[src/inc/alarm_cal_defs.svh]
`ifndef ALARM_CAL_DEFS_SVH
`define ALARM_CAL_DEFS_SVH

// concentration and threshold width
`define CONC_W          16
// number of threshold alarms
`define NUM_ALARMS      2
// calibration run time in clock cycles (stand-in for the real cal sequence)
`define CAL_CYCLES      32'd1000
// range identification one-hot codes, relay 1..4
`define RANGE_LOW_OH    4'h1
`define RANGE_MED_OH    4'h2
`define RANGE_HIGH_OH   4'h4
`define RANGE_AIR_OH    4'h8
// range id dac codes, 8-bit full scale = 1 V
`define RANGE_LOW_DAC   8'h40
`define RANGE_MED_DAC   8'h80
`define RANGE_HIGH_DAC  8'hc0
`define RANGE_AIR_DAC   8'hff
// power button sequence for system alarm reset
`define SEQ_IDLE        2'h0
`define SEQ_OFF         2'h1
`define SEQ_ON          2'h2

`endif

[src/inc/alarm_cal_pkg.sv]
package alarm_cal_pkg;
	typedef enum logic [1:0] {
		RANGE_LOW  = 2'h0,
		RANGE_MED  = 2'h1,
		RANGE_HIGH = 2'h2,
		RANGE_AIR  = 2'h3
	} range_e;

	typedef enum logic [2:0] {
		CAL_IDLE = 3'b001,
		CAL_ZERO = 3'b010,
		CAL_SPAN = 3'b100
	} cal_state_e;

	typedef enum logic [2:0] {
		CTL_WAIT_OPEN = 3'b001,
		CTL_REQ       = 3'b010,
		CTL_WAIT_DONE = 3'b100
	} ctl_state_e;
endpackage

[src/inc/remote_cal_if.sv]
interface remote_cal_if;
	logic zero_req;
	logic span_req;
	logic cal_busy;
	logic zero_valve;
	logic span_valve;

	modport analyzer (
		input  zero_req,
		input  span_req,
		output cal_busy
	);

	modport controller (
		output zero_req,
		output span_req,
		output zero_valve,
		output span_valve,
		input  cal_busy
	);
endinterface

[src/hdl/alarm_cal_analyzer.sv]
`include "alarm_cal_defs.svh"

module alarm_cal_analyzer
	import alarm_cal_pkg::*;
#(
	parameter int          CONC_W     = `CONC_W,
	parameter int          NUM_ALARMS = `NUM_ALARMS,
	parameter logic [31:0] CAL_CYCLES = `CAL_CYCLES
) (
	// clock and reset
	input  wire logic                  core_clk_i,
	input  wire logic                  rst_b_i,
	input  wire logic                  clk_en_i,
	// measurement and alarm configuration
	input  wire logic [CONC_W-1:0]     conc_i,
	input  wire logic [CONC_W-1:0]     thresh_i [NUM_ALARMS],
	input  wire logic [NUM_ALARMS-1:0] alarm_high_i,
	input  wire logic [NUM_ALARMS-1:0] alarm_failsafe_i,
	input  wire logic [NUM_ALARMS-1:0] alarm_latch_i,
	input  wire logic [NUM_ALARMS-1:0] alarm_defeat_i,
	// system alarm sources and front panel
	input  wire logic                  supply_bad_i,
	input  wire logic                  self_test_fail_i,
	input  wire logic                  power_btn_i,
	input  wire logic                  system_btn_i,
	input  wire logic                  other_btn_i,
	// range selection
	input  wire logic [1:0]            range_i,
	// remote calibration link
	remote_cal_if.analyzer             link,
	// outputs
	output logic [NUM_ALARMS-1:0]      alarm_relay_o,
	output logic [NUM_ALARMS-1:0]      alarm_active_o,
	output logic                       sys_relay_o,
	output logic                       sys_alarm_o,
	output logic                       cal_zero_o,
	output logic                       cal_span_o,
	output logic [3:0]                 range_relay_o,
	output logic [7:0]                 range_dac_o
);

	////////////////////////////////////////////////////////////////////////////
	// threshold alarms

	logic [NUM_ALARMS-1:0] cond;
	logic [NUM_ALARMS-1:0] alarm_next;

	always_comb begin
		for (int i = 0; i < NUM_ALARMS; i++) begin
			cond[i] = alarm_high_i[i] ? (conc_i > thresh_i[i]) : (conc_i < thresh_i[i]);
			if (alarm_defeat_i[i]) begin
				alarm_next[i] = 1'b0;
			end else if (alarm_latch_i[i]) begin
				alarm_next[i] = alarm_active_o[i] | cond[i];
			end else begin
				alarm_next[i] = cond[i];
			end
		end
	end

	always_ff @(posedge core_clk_i or negedge rst_b_i) begin
		if (!rst_b_i) begin
			alarm_active_o <= '0;
		end else if (clk_en_i) begin
			alarm_active_o <= alarm_next;
		end
	end

	// relay drive registered from the next alarm value so it tracks without lag
	always_ff @(posedge core_clk_i or negedge rst_b_i) begin
		if (!rst_b_i) begin
			alarm_relay_o <= '0;
		end else if (clk_en_i) begin
			alarm_relay_o <= alarm_failsafe_i ^ alarm_next;
		end
	end

	////////////////////////////////////////////////////////////////////////////
	// system alarm: failsafe and latching, no configuration input exists

	logic [1:0] seq_reg;
	logic       sys_next;
	logic       pwr_prev_reg;
	logic       pwr_press;

	assign pwr_press = power_btn_i & ~pwr_prev_reg;

	always_ff @(posedge core_clk_i or negedge rst_b_i) begin
		if (!rst_b_i) begin
			pwr_prev_reg <= 1'b0;
		end else if (clk_en_i) begin
			pwr_prev_reg <= power_btn_i;
		end
	end

	// off press, on press, then any non-system button
	always_ff @(posedge core_clk_i or negedge rst_b_i) begin
		if (!rst_b_i) begin
			seq_reg <= `SEQ_IDLE;
		end else if (clk_en_i) begin
			if (!sys_alarm_o) begin
				seq_reg <= `SEQ_IDLE;
			end else begin
				case (seq_reg)
					`SEQ_IDLE: if (pwr_press) seq_reg <= `SEQ_OFF;
					`SEQ_OFF:  if (pwr_press) seq_reg <= `SEQ_ON;
					`SEQ_ON:   if (other_btn_i && !system_btn_i) seq_reg <= `SEQ_IDLE;
					default:   seq_reg <= `SEQ_IDLE;
				endcase
			end
		end
	end

	// set wins over the clearing sequence
	always_comb begin
		if (supply_bad_i || self_test_fail_i) begin
			sys_next = 1'b1;
		end else if (seq_reg == `SEQ_ON && other_btn_i && !system_btn_i) begin
			sys_next = 1'b0;
		end else begin
			sys_next = sys_alarm_o;
		end
	end

	always_ff @(posedge core_clk_i or negedge rst_b_i) begin
		if (!rst_b_i) begin
			sys_alarm_o <= 1'b0;
			sys_relay_o <= 1'b1;
		end else if (clk_en_i) begin
			sys_alarm_o <= sys_next;
			sys_relay_o <= ~sys_next;
		end
	end

	////////////////////////////////////////////////////////////////////////////
	// remote calibration

	logic [1:0] zero_sync_reg;
	logic [1:0] span_sync_reg;
	logic       zero_req;
	logic       span_req;

	always_ff @(posedge core_clk_i or negedge rst_b_i) begin
		if (!rst_b_i) begin
			zero_sync_reg <= '0;
			span_sync_reg <= '0;
		end else if (clk_en_i) begin
			zero_sync_reg <= {zero_sync_reg[0], link.zero_req};
			span_sync_reg <= {span_sync_reg[0], link.span_req};
		end
	end

	assign zero_req = zero_sync_reg[1];
	assign span_req = span_sync_reg[1];

	cal_state_e  cal_reg;
	cal_state_e  cal_next;
	logic [31:0] cal_cnt_reg;
	logic        cal_done;
	logic        held;

	assign cal_done = (cal_cnt_reg == CAL_CYCLES - 32'd1);
	assign held     = (cal_reg == CAL_ZERO) ? zero_req : span_req;

	always_comb begin
		cal_next = cal_reg;
		case (cal_reg)
			CAL_IDLE: begin
				// polled only while idle; zero has priority if both appear
				if (zero_req) cal_next = CAL_ZERO;
				else if (span_req) cal_next = CAL_SPAN;
			end
			CAL_ZERO, CAL_SPAN: begin
				// other requests are not seen here and so are never stored
				if (cal_done && !held) cal_next = CAL_IDLE;
			end
			default: cal_next = CAL_IDLE;
		endcase
	end

	always_ff @(posedge core_clk_i or negedge rst_b_i) begin
		if (!rst_b_i) begin
			cal_reg <= CAL_IDLE;
		end else if (clk_en_i) begin
			cal_reg <= cal_next;
		end
	end

	// a held request at completion restarts the same calibration
	always_ff @(posedge core_clk_i or negedge rst_b_i) begin
		if (!rst_b_i) begin
			cal_cnt_reg <= '0;
		end else if (clk_en_i) begin
			if (cal_reg == CAL_IDLE || cal_done) begin
				cal_cnt_reg <= '0;
			end else begin
				cal_cnt_reg <= cal_cnt_reg + 32'd1;
			end
		end
	end

	always_ff @(posedge core_clk_i or negedge rst_b_i) begin
		if (!rst_b_i) begin
			link.cal_busy <= 1'b0;
			cal_zero_o    <= 1'b0;
			cal_span_o    <= 1'b0;
		end else if (clk_en_i) begin
			// contact opens one cycle at completion so a rerun closes it again
			link.cal_busy <= (cal_next != CAL_IDLE) && !cal_done;
			cal_zero_o    <= (cal_next == CAL_ZERO) && !cal_done;
			cal_span_o    <= (cal_next == CAL_SPAN) && !cal_done;
		end
	end

	////////////////////////////////////////////////////////////////////////////
	// range identification

	always_ff @(posedge core_clk_i or negedge rst_b_i) begin
		if (!rst_b_i) begin
			range_relay_o <= `RANGE_LOW_OH;
			range_dac_o   <= `RANGE_LOW_DAC;
		end else if (clk_en_i) begin
			case (range_e'(range_i))
				RANGE_LOW: begin
					range_relay_o <= `RANGE_LOW_OH;
					range_dac_o   <= `RANGE_LOW_DAC;
				end
				RANGE_MED: begin
					range_relay_o <= `RANGE_MED_OH;
					range_dac_o   <= `RANGE_MED_DAC;
				end
				RANGE_HIGH: begin
					range_relay_o <= `RANGE_HIGH_OH;
					range_dac_o   <= `RANGE_HIGH_DAC;
				end
				default: begin
					range_relay_o <= `RANGE_AIR_OH;
					range_dac_o   <= `RANGE_AIR_DAC;
				end
			endcase
		end
	end

endmodule

[src/flat_wrapper.sv]
// flat-port wrapper written by rule: the top's interface ports become plain ports
module alarm_cal_analyzer_flat import alarm_cal_pkg::*;
#(
	parameter int          CONC_W     = `CONC_W,
	parameter int          NUM_ALARMS = `NUM_ALARMS,
	parameter logic [31:0] CAL_CYCLES = `CAL_CYCLES
)
  (core_clk_i, rst_b_i, clk_en_i, conc_i, thresh_i, alarm_high_i, alarm_failsafe_i, alarm_latch_i, alarm_defeat_i, supply_bad_i, self_test_fail_i, power_btn_i, system_btn_i, other_btn_i, range_i, alarm_relay_o, alarm_active_o, sys_relay_o, sys_alarm_o, cal_zero_o, cal_span_o, range_relay_o, range_dac_o, link_zero_req, link_span_req, link_cal_busy);
  remote_cal_if link_i ();
  input  wire logic core_clk_i;
  input  wire logic rst_b_i;
  input  wire logic clk_en_i;
  input  wire logic [CONC_W-1:0] conc_i;
  input  wire logic [CONC_W-1:0] thresh_i[NUM_ALARMS];
  input  wire logic [NUM_ALARMS-1:0] alarm_high_i;
  input  wire logic [NUM_ALARMS-1:0] alarm_failsafe_i;
  input  wire logic [NUM_ALARMS-1:0] alarm_latch_i;
  input  wire logic [NUM_ALARMS-1:0] alarm_defeat_i;
  input  wire logic supply_bad_i;
  input  wire logic self_test_fail_i;
  input  wire logic power_btn_i;
  input  wire logic system_btn_i;
  input  wire logic other_btn_i;
  input  wire logic [1:0] range_i;
  output logic [NUM_ALARMS-1:0] alarm_relay_o;
  output logic [NUM_ALARMS-1:0] alarm_active_o;
  output logic sys_relay_o;
  output logic sys_alarm_o;
  output logic cal_zero_o;
  output logic cal_span_o;
  output logic [3:0] range_relay_o;
  output logic [7:0] range_dac_o;
  input wire logic [$bits(link_i.zero_req)-1:0] link_zero_req;
  input wire logic [$bits(link_i.span_req)-1:0] link_span_req;
  output wire logic [$bits(link_i.cal_busy)-1:0] link_cal_busy;
  assign link_i.zero_req = link_zero_req;
  assign link_i.span_req = link_span_req;
  assign link_cal_busy = link_i.cal_busy;
  alarm_cal_analyzer #(.CONC_W(CONC_W), .NUM_ALARMS(NUM_ALARMS), .CAL_CYCLES(CAL_CYCLES)) u_core (.core_clk_i(core_clk_i), .rst_b_i(rst_b_i), .clk_en_i(clk_en_i), .conc_i(conc_i), .thresh_i(thresh_i), .alarm_high_i(alarm_high_i), .alarm_failsafe_i(alarm_failsafe_i), .alarm_latch_i(alarm_latch_i), .alarm_defeat_i(alarm_defeat_i), .supply_bad_i(supply_bad_i), .self_test_fail_i(self_test_fail_i), .power_btn_i(power_btn_i), .system_btn_i(system_btn_i), .other_btn_i(other_btn_i), .range_i(range_i), .link(link_i), .alarm_relay_o(alarm_relay_o), .alarm_active_o(alarm_active_o), .sys_relay_o(sys_relay_o), .sys_alarm_o(sys_alarm_o), .cal_zero_o(cal_zero_o), .cal_span_o(cal_span_o), .range_relay_o(range_relay_o), .range_dac_o(range_dac_o));
endmodule
[config.mk]
export PLATFORM = sky130hd
export DESIGN_NAME = alarm_cal_analyzer_flat
export DESIGN_NICKNAME = d
export VERILOG_FILES = /design/src/inc/alarm_cal_pkg.sv /design/src/inc/remote_cal_if.sv /design/src/hdl/alarm_cal_analyzer.sv /design/src/flat_wrapper.sv
export VERILOG_INCLUDE_DIRS = /design/src /design/src/inc
export SDC_FILE = /design/constraint.sdc
export NUM_CORES = 1
export LEC_CHECK = 0
export BUFFER_PORTS_ARGS = -buffer_cell sky130_fd_sc_hd__clkbuf_2
export CAP_MARGIN = 20
export CORE_MARGIN = 3
export CORE_UTILIZATION = 58
export CTS_CLUSTER_SIZE = 25
export DETAILED_ROUTE_END_ITERATION = 10
export GPL_TIMING_DRIVEN = 0
export HOLD_SLACK_MARGIN = 0.08
export PLACE_DENSITY = 0.87
export SLEW_MARGIN = 20
export SYNTH_ARGS = -nofsm -noshare
export SYNTH_HDL_FRONTEND = slang
export SYNTH_SLANG_ARGS = --single-unit
[constraint.sdc]
create_clock -name core_clk_i -period 5.1 [get_ports core_clk_i]
set_input_delay 0.765 -clock core_clk_i [delete_from_list [all_inputs] [get_ports core_clk_i]]
set_output_delay 0.765 -clock core_clk_i [all_outputs]
set_load 0.02 [all_outputs]
* Word-level counts from Yosys, hierarchy flattened *
Cells that the tools add are included.

storage, ports and cells
  register bits after elaboration = 63
  logic and storage cells = 77
  bits of input ports = 68

cells by class
  reduce and logical (&&, ||, !) cells = 16
  bitwise logic cells = 6
  eq/ne operators = 14
  mux-type cells = 21
  add/subtract/negate cells = 1
  order comparisons = 4

operators with widths
  kind                   number
  $add 32x1->32 const B  1
  $eq 32x10->1 const B   1
  $gt 16x16->1           2
  $lt 16x16->1           2
  $mux 32                1
  $pmux 8 s3             1
  $pmux 4 s3             1
  $mux 1                 9
  $mux 3                 3
  $ne 3x3->1 const B     3
  $mux 2                 4
  $logic_and 1x1->1      7
  $eq 3x2->1 const B     2
  $eq 3x3->1 const B     2
  $pmux 2 s3             1
  $pmux 3 s2             1
  $eq 2x1->1 const B     2
  $eq 2x2->1 const B     2
  $logic_not 2->1        2
  $reduce_and 4->1       1
  $eq 3x1->1 const B     1
  $logic_not 1->1        3
  $ne 3x1->1 const B     1
  $logic_or 1x1->1       2
  other kinds (5)        7

* Logic depth before layout (Yosys ltp) *
  word-level depth = 8
  depth in mapped cells = 9
  depth with buffers taken out = 9

* Worst setup path before layout *
Ideal clock, no wire load.

  path kind = input -> register
  from = input thresh_i[29] in the netlist's numbering
  to = register u_core.alarm_relay_o[0]
  arrival = 2.574 ns
  stages on the path = 9
  path slack = 2.400 ns
  required time = 4.974 ns
  setup time = 0.126 ns
  path buffers = 0
  cell sequence = inv_1 ha_1 a21o_1 a21o_1 a221o_1 nor3_1 mux2i_1 mux2i_1 a311o_1

on the way
  cells in the longest elaborated chain, start to end = 6

ends and longest elaborated chain
  element                                       RTL line                  RTL
  start, declared                               flat_wrapper.sv:14        input wire logic [CONC_W-1:0] thresh_i[NUM_ALARMS];
  $lt 16x16->1 or $gt 16x16->1 (tied branches)  alarm_cal_analyzer.sv:50  cond[i] = alarm_high_i[i] ? (conc_i > thresh_i[i]) : (conc_i < thresh_i[i]);
  $mux 1 *                                      alarm_cal_analyzer.sv:50
  $or 1x1->1                                    alarm_cal_analyzer.sv:54  alarm_next[i] = alarm_active_o[i] | cond[i];
  $mux 1 *                                      alarm_cal_analyzer.sv:53  end else if (alarm_latch_i[i]) begin
  $mux 1 *                                      alarm_cal_analyzer.sv:51  if (alarm_defeat_i[i]) begin
  $xor 2x2->2 *                                 alarm_cal_analyzer.sv:74  alarm_relay_o <= alarm_failsafe_i ^ alarm_next;
  end signal, assigned                          alarm_cal_analyzer.sv:74
  end, declared                                 alarm_cal_analyzer.sv:32  output logic [NUM_ALARMS-1:0] alarm_relay_o,

Every way passes the cells marked *; elsewhere a longest branch is shown, timed or not.
A chain may end at the register's enable or synchronous reset.

* Final worst setup path *
  from = input conc_i[13]
  to = register u_core.alarm_relay_o[0]

on the way
  cells in the longest elaborated chain, start to end = 6

ends and longest elaborated chain
  element                                       RTL line                  RTL
  start, declared                               flat_wrapper.sv:13        input wire logic [CONC_W-1:0] conc_i;
  $lt 16x16->1 or $gt 16x16->1 (tied branches)  alarm_cal_analyzer.sv:50
  $mux 1 *                                      alarm_cal_analyzer.sv:50
  $or 1x1->1                                    alarm_cal_analyzer.sv:54
  $mux 1 *                                      alarm_cal_analyzer.sv:53
  $mux 1 *                                      alarm_cal_analyzer.sv:51
  $xor 2x2->2 *                                 alarm_cal_analyzer.sv:74

Marks and branches as above.

==> qor.csv <==
stage;metric;value;unit
critical_path;cp_max_fo;2;
timing;post-route-period-util;50.26;%
timing;worst_slew_pin_slew;761.4;ps
critical_path;crit_start;conc_i[13];
critical_path;crit_type;input port to flip-flop;
synthesis;synth_common_cells;53 x dfrtp_1, 45 x nor2_1, 42 x inv_1;
floorplan;ios;89;
timing;rsz0062_at_grt;false;
timing;hold_viol_final;0;
floorplan;core-area;0.005991;mm²
run_status;status;finished clean;
power;peakVddDrop;326.5;µV
hold_path;min_from;u_core.range_relay_o[0];
synthesis;yosys-top-cells-area;dfrtp_1 37%, ha_1 11%, nor2_1 4.7%;
floorplan;start_util;60.46;%
critical_path;startpoint_type;input port;
critical_path;required;5320;ps
clock_tree;cts_buffers;9;
cells_and_area;finish.utilization;72.70;%
synthesis;async_reset_ff_share;100.0;%
synthesis;yosysSeqAreaShare;39.52;%
synthesis;yosysTopAreaCellShare;36.61;%
routing;antenna_left;0;
synthesis;syn_area_per_cell;9.217;µm²
placement;routabilityCongestion;0.8495;
floorplan;rows;28;
critical_path;crit_chain;clkbuf_2, ha_1, a21o_1, a21o_1, a221o_1, nor3_1, mux2i_1, mux2i_1, a311o_1;
floorplan;die_area;0.007229;mm²
timing;setup_viol;0;
timing;final.setup.tns;0;ps
cells_and_area;drive_above_1_share;26.76;%
cells_and_area;largest_reg_flops;32;
timing;fmax;390.1;MHz
critical_path;r2r-start;u_core.cal_cnt_reg[10];
routing;post_drt_wl_per_cell;14.55;µm
synthesis;synth_most_common_cell;dfrtp_1;
global_routing;grt_pass1_wl;13910;µm
power;power.density;303.9;mW/mm²
synthesis;synth_mux_area_share;3.040;%
power;power_leakage;2.267;nW
clock_tree;clk_pin_slew;70;ps
placement;io_buffers;88;
synthesis;synthAdderAreaFrac;11.40;%
hold_path;hp-class;flip-flop to flip-flop;
synthesis;synth_warnings;0;
synthesis;synthSimpleGateAreaFrac;20.76;%
timing;period_minus_slack;2563;ps
synthesis;syn_nets;494;
timing;drv_slew;0;
global_routing;grt.total_usage;23.99;%
routing;num_vias;3185;
synthesis;ys_types;53;
critical_path;worst-r2r-setup-slack;3010;ps
routing;post_drt_via_cell_ratio;5.568;
cells_and_area;fillers;432;
synthesis;synth_area;0.003622;mm²
critical_path;crit_path_top_delay_cell;a221o_1;
synthesis;synthFlopType;dfrtp_1;
floorplan;die-height;85.03;µm
clock_tree;clockBufferDepth;2;
clock_tree;ctsResizeCount;0;
flow_run;cap_viol_max_count;0;
routing;wl;8321;µm
cells_and_area;final_nets;593;
clock_tree;postCtsSetupBuffers;0;
timing;timing.slew.headroom;49.24;%
synthesis;synth_compound_area_share;10.43;%
synthesis;synth_top_family_by_area;simple AND/OR/NAND/NOR gates;
clock_tree;numClockSinks;57;
global_routing;overflow;0;
clock_tree;clock_latency;340;ps
synthesis;synth_xor_area_share;7.737;%
synthesis;synth.largest_area_cell;dfrtp_1;
timing;skew;10.83;ps
critical_path;end_kind;flip-flop;
global_routing;grt_pass1_vias;3261;
clock_tree;clock-root-buffer;clkbuf_8;
synthesis;synthCells;393;
critical_path;cp.arrival;2780;ps
floorplan;die-width;85.03;µm
cells_and_area;diodes;0;
cells_and_area;synthToLayoutAreaGrowth;20.24;%
critical_path;cp_slowest_stage_delay;340;ps
clock_tree;cts_tree;yes;
routing;first_pass_iters;4;
synthesis;ys_ff_latch;57;
routing;drc_errors;0;
global_routing;grt_max_degree;58;
placement;hpwl;6355;µm
global_routing;antenna_found_initial;0;
clock_tree;h-tree-depth;3;
routing;first_iter_violations;188;
synthesis;synth_edf_count;0;
clock_tree;cts-hold-fix-buffers;0;
[critical path: cells and delay by family]
family,cells,cell delay (ps)
AND/OR/NAND/NOR,1,210
adder cells (fa/ha/maj),1,310
multiplexers,2,410
buffers and inverters,1,100
AO/OA/AOI/OAI,4,990
[through the flow]
step | hold slack, ps | setup WS [ps] | instance area [µm²] | total power, mW | instances
finish | 479.8 | 2537 | 4355 | 1.324 | 572
global route | 501.9 | 2447 | 4355 | 1.401 | 572
CTS | 482.6 | 2547 | 4355 | 1.331 | 572
detailed placement | 471.1 | 2193 | 4159 | 0.9126 | 556
global placement | 470.0 | 2224 | 4156 | 0.8931 | 556
floorplan | 454.9 | 2400 | 3622 | 0.7905 | 393
[cell usage in the layout (no fill, tap or decap), types with 6 or more instances in the layout]
cell	Yosys	final
clkbuf_2	0	87
dfrtp_1	53	53
nor2_1	45	45
inv_1	42	42
ha_1	33	33
nand4_1	21	21
a21oi_1	20	20
nand2_1	19	19
xor2_1	18	18
nand3_1	17	17
xnor2_1	14	14
o21ai_0	10	10
clkbuf_8	0	10
and3_1	8	8
mux2_2	8	8
a21o_1	6	6
buf_4	6	6
[cell families (layout without fill, tap and decap cells)]
group | count (synthesis) | after routing
buf+inv | 59 | 163
xor+xnor | 32 | 32
mux | 10 | 10
simple gates | 144 | 144
flops | 57 | 57
compound gates | 58 | 58
fa+ha+maj | 33 | 33
[routing by layer]
metal	global-route usage (%)	vias up	part of all wire (%)
met4	10.79	0	1.9
met2	40.40	89	51
met3	6.796	17	5.0
met1	28.42	1519	42
li1	-	1560	-
met5	0	-	0
[final timing paths]
| check | to | depth (start not counted) |
|---|---|---|
| min | u_core.range_relay_o[0] | 1 |
| min in group asynchronous | u_core.sys_alarm_o | 1 |
| max in group asynchronous | u_core.cal_cnt_reg[18] | 1 |
| max reg2reg | u_core.cal_reg[2] | 8 |
| min reg2reg | u_core.range_relay_o[0] | 1 |
| max | u_core.alarm_relay_o[0] | 9 |
[power by group]
part           internal [mW]  total (mW)  switching, mW
combinational          0.148       0.359          0.211
sequential             0.507       0.550         0.0433
clock                  0.237       0.415          0.178
total                  0.891        1.32          0.432
[area by class of cell]
cell class                 count  area, µm²  area share [%]
sequential                    57       1431           32.86
buffer                        17      100.1           2.298
multi-input combinational    277       1933           44.38
tap                           75      93.84           2.155
inverter                      42      157.7           3.620
clock buffer                  11      141.4           3.246
timing repair buffer          88      442.9           10.17
clock inverter                 5      55.05           1.264
Power figures use the tool's default switching activity.
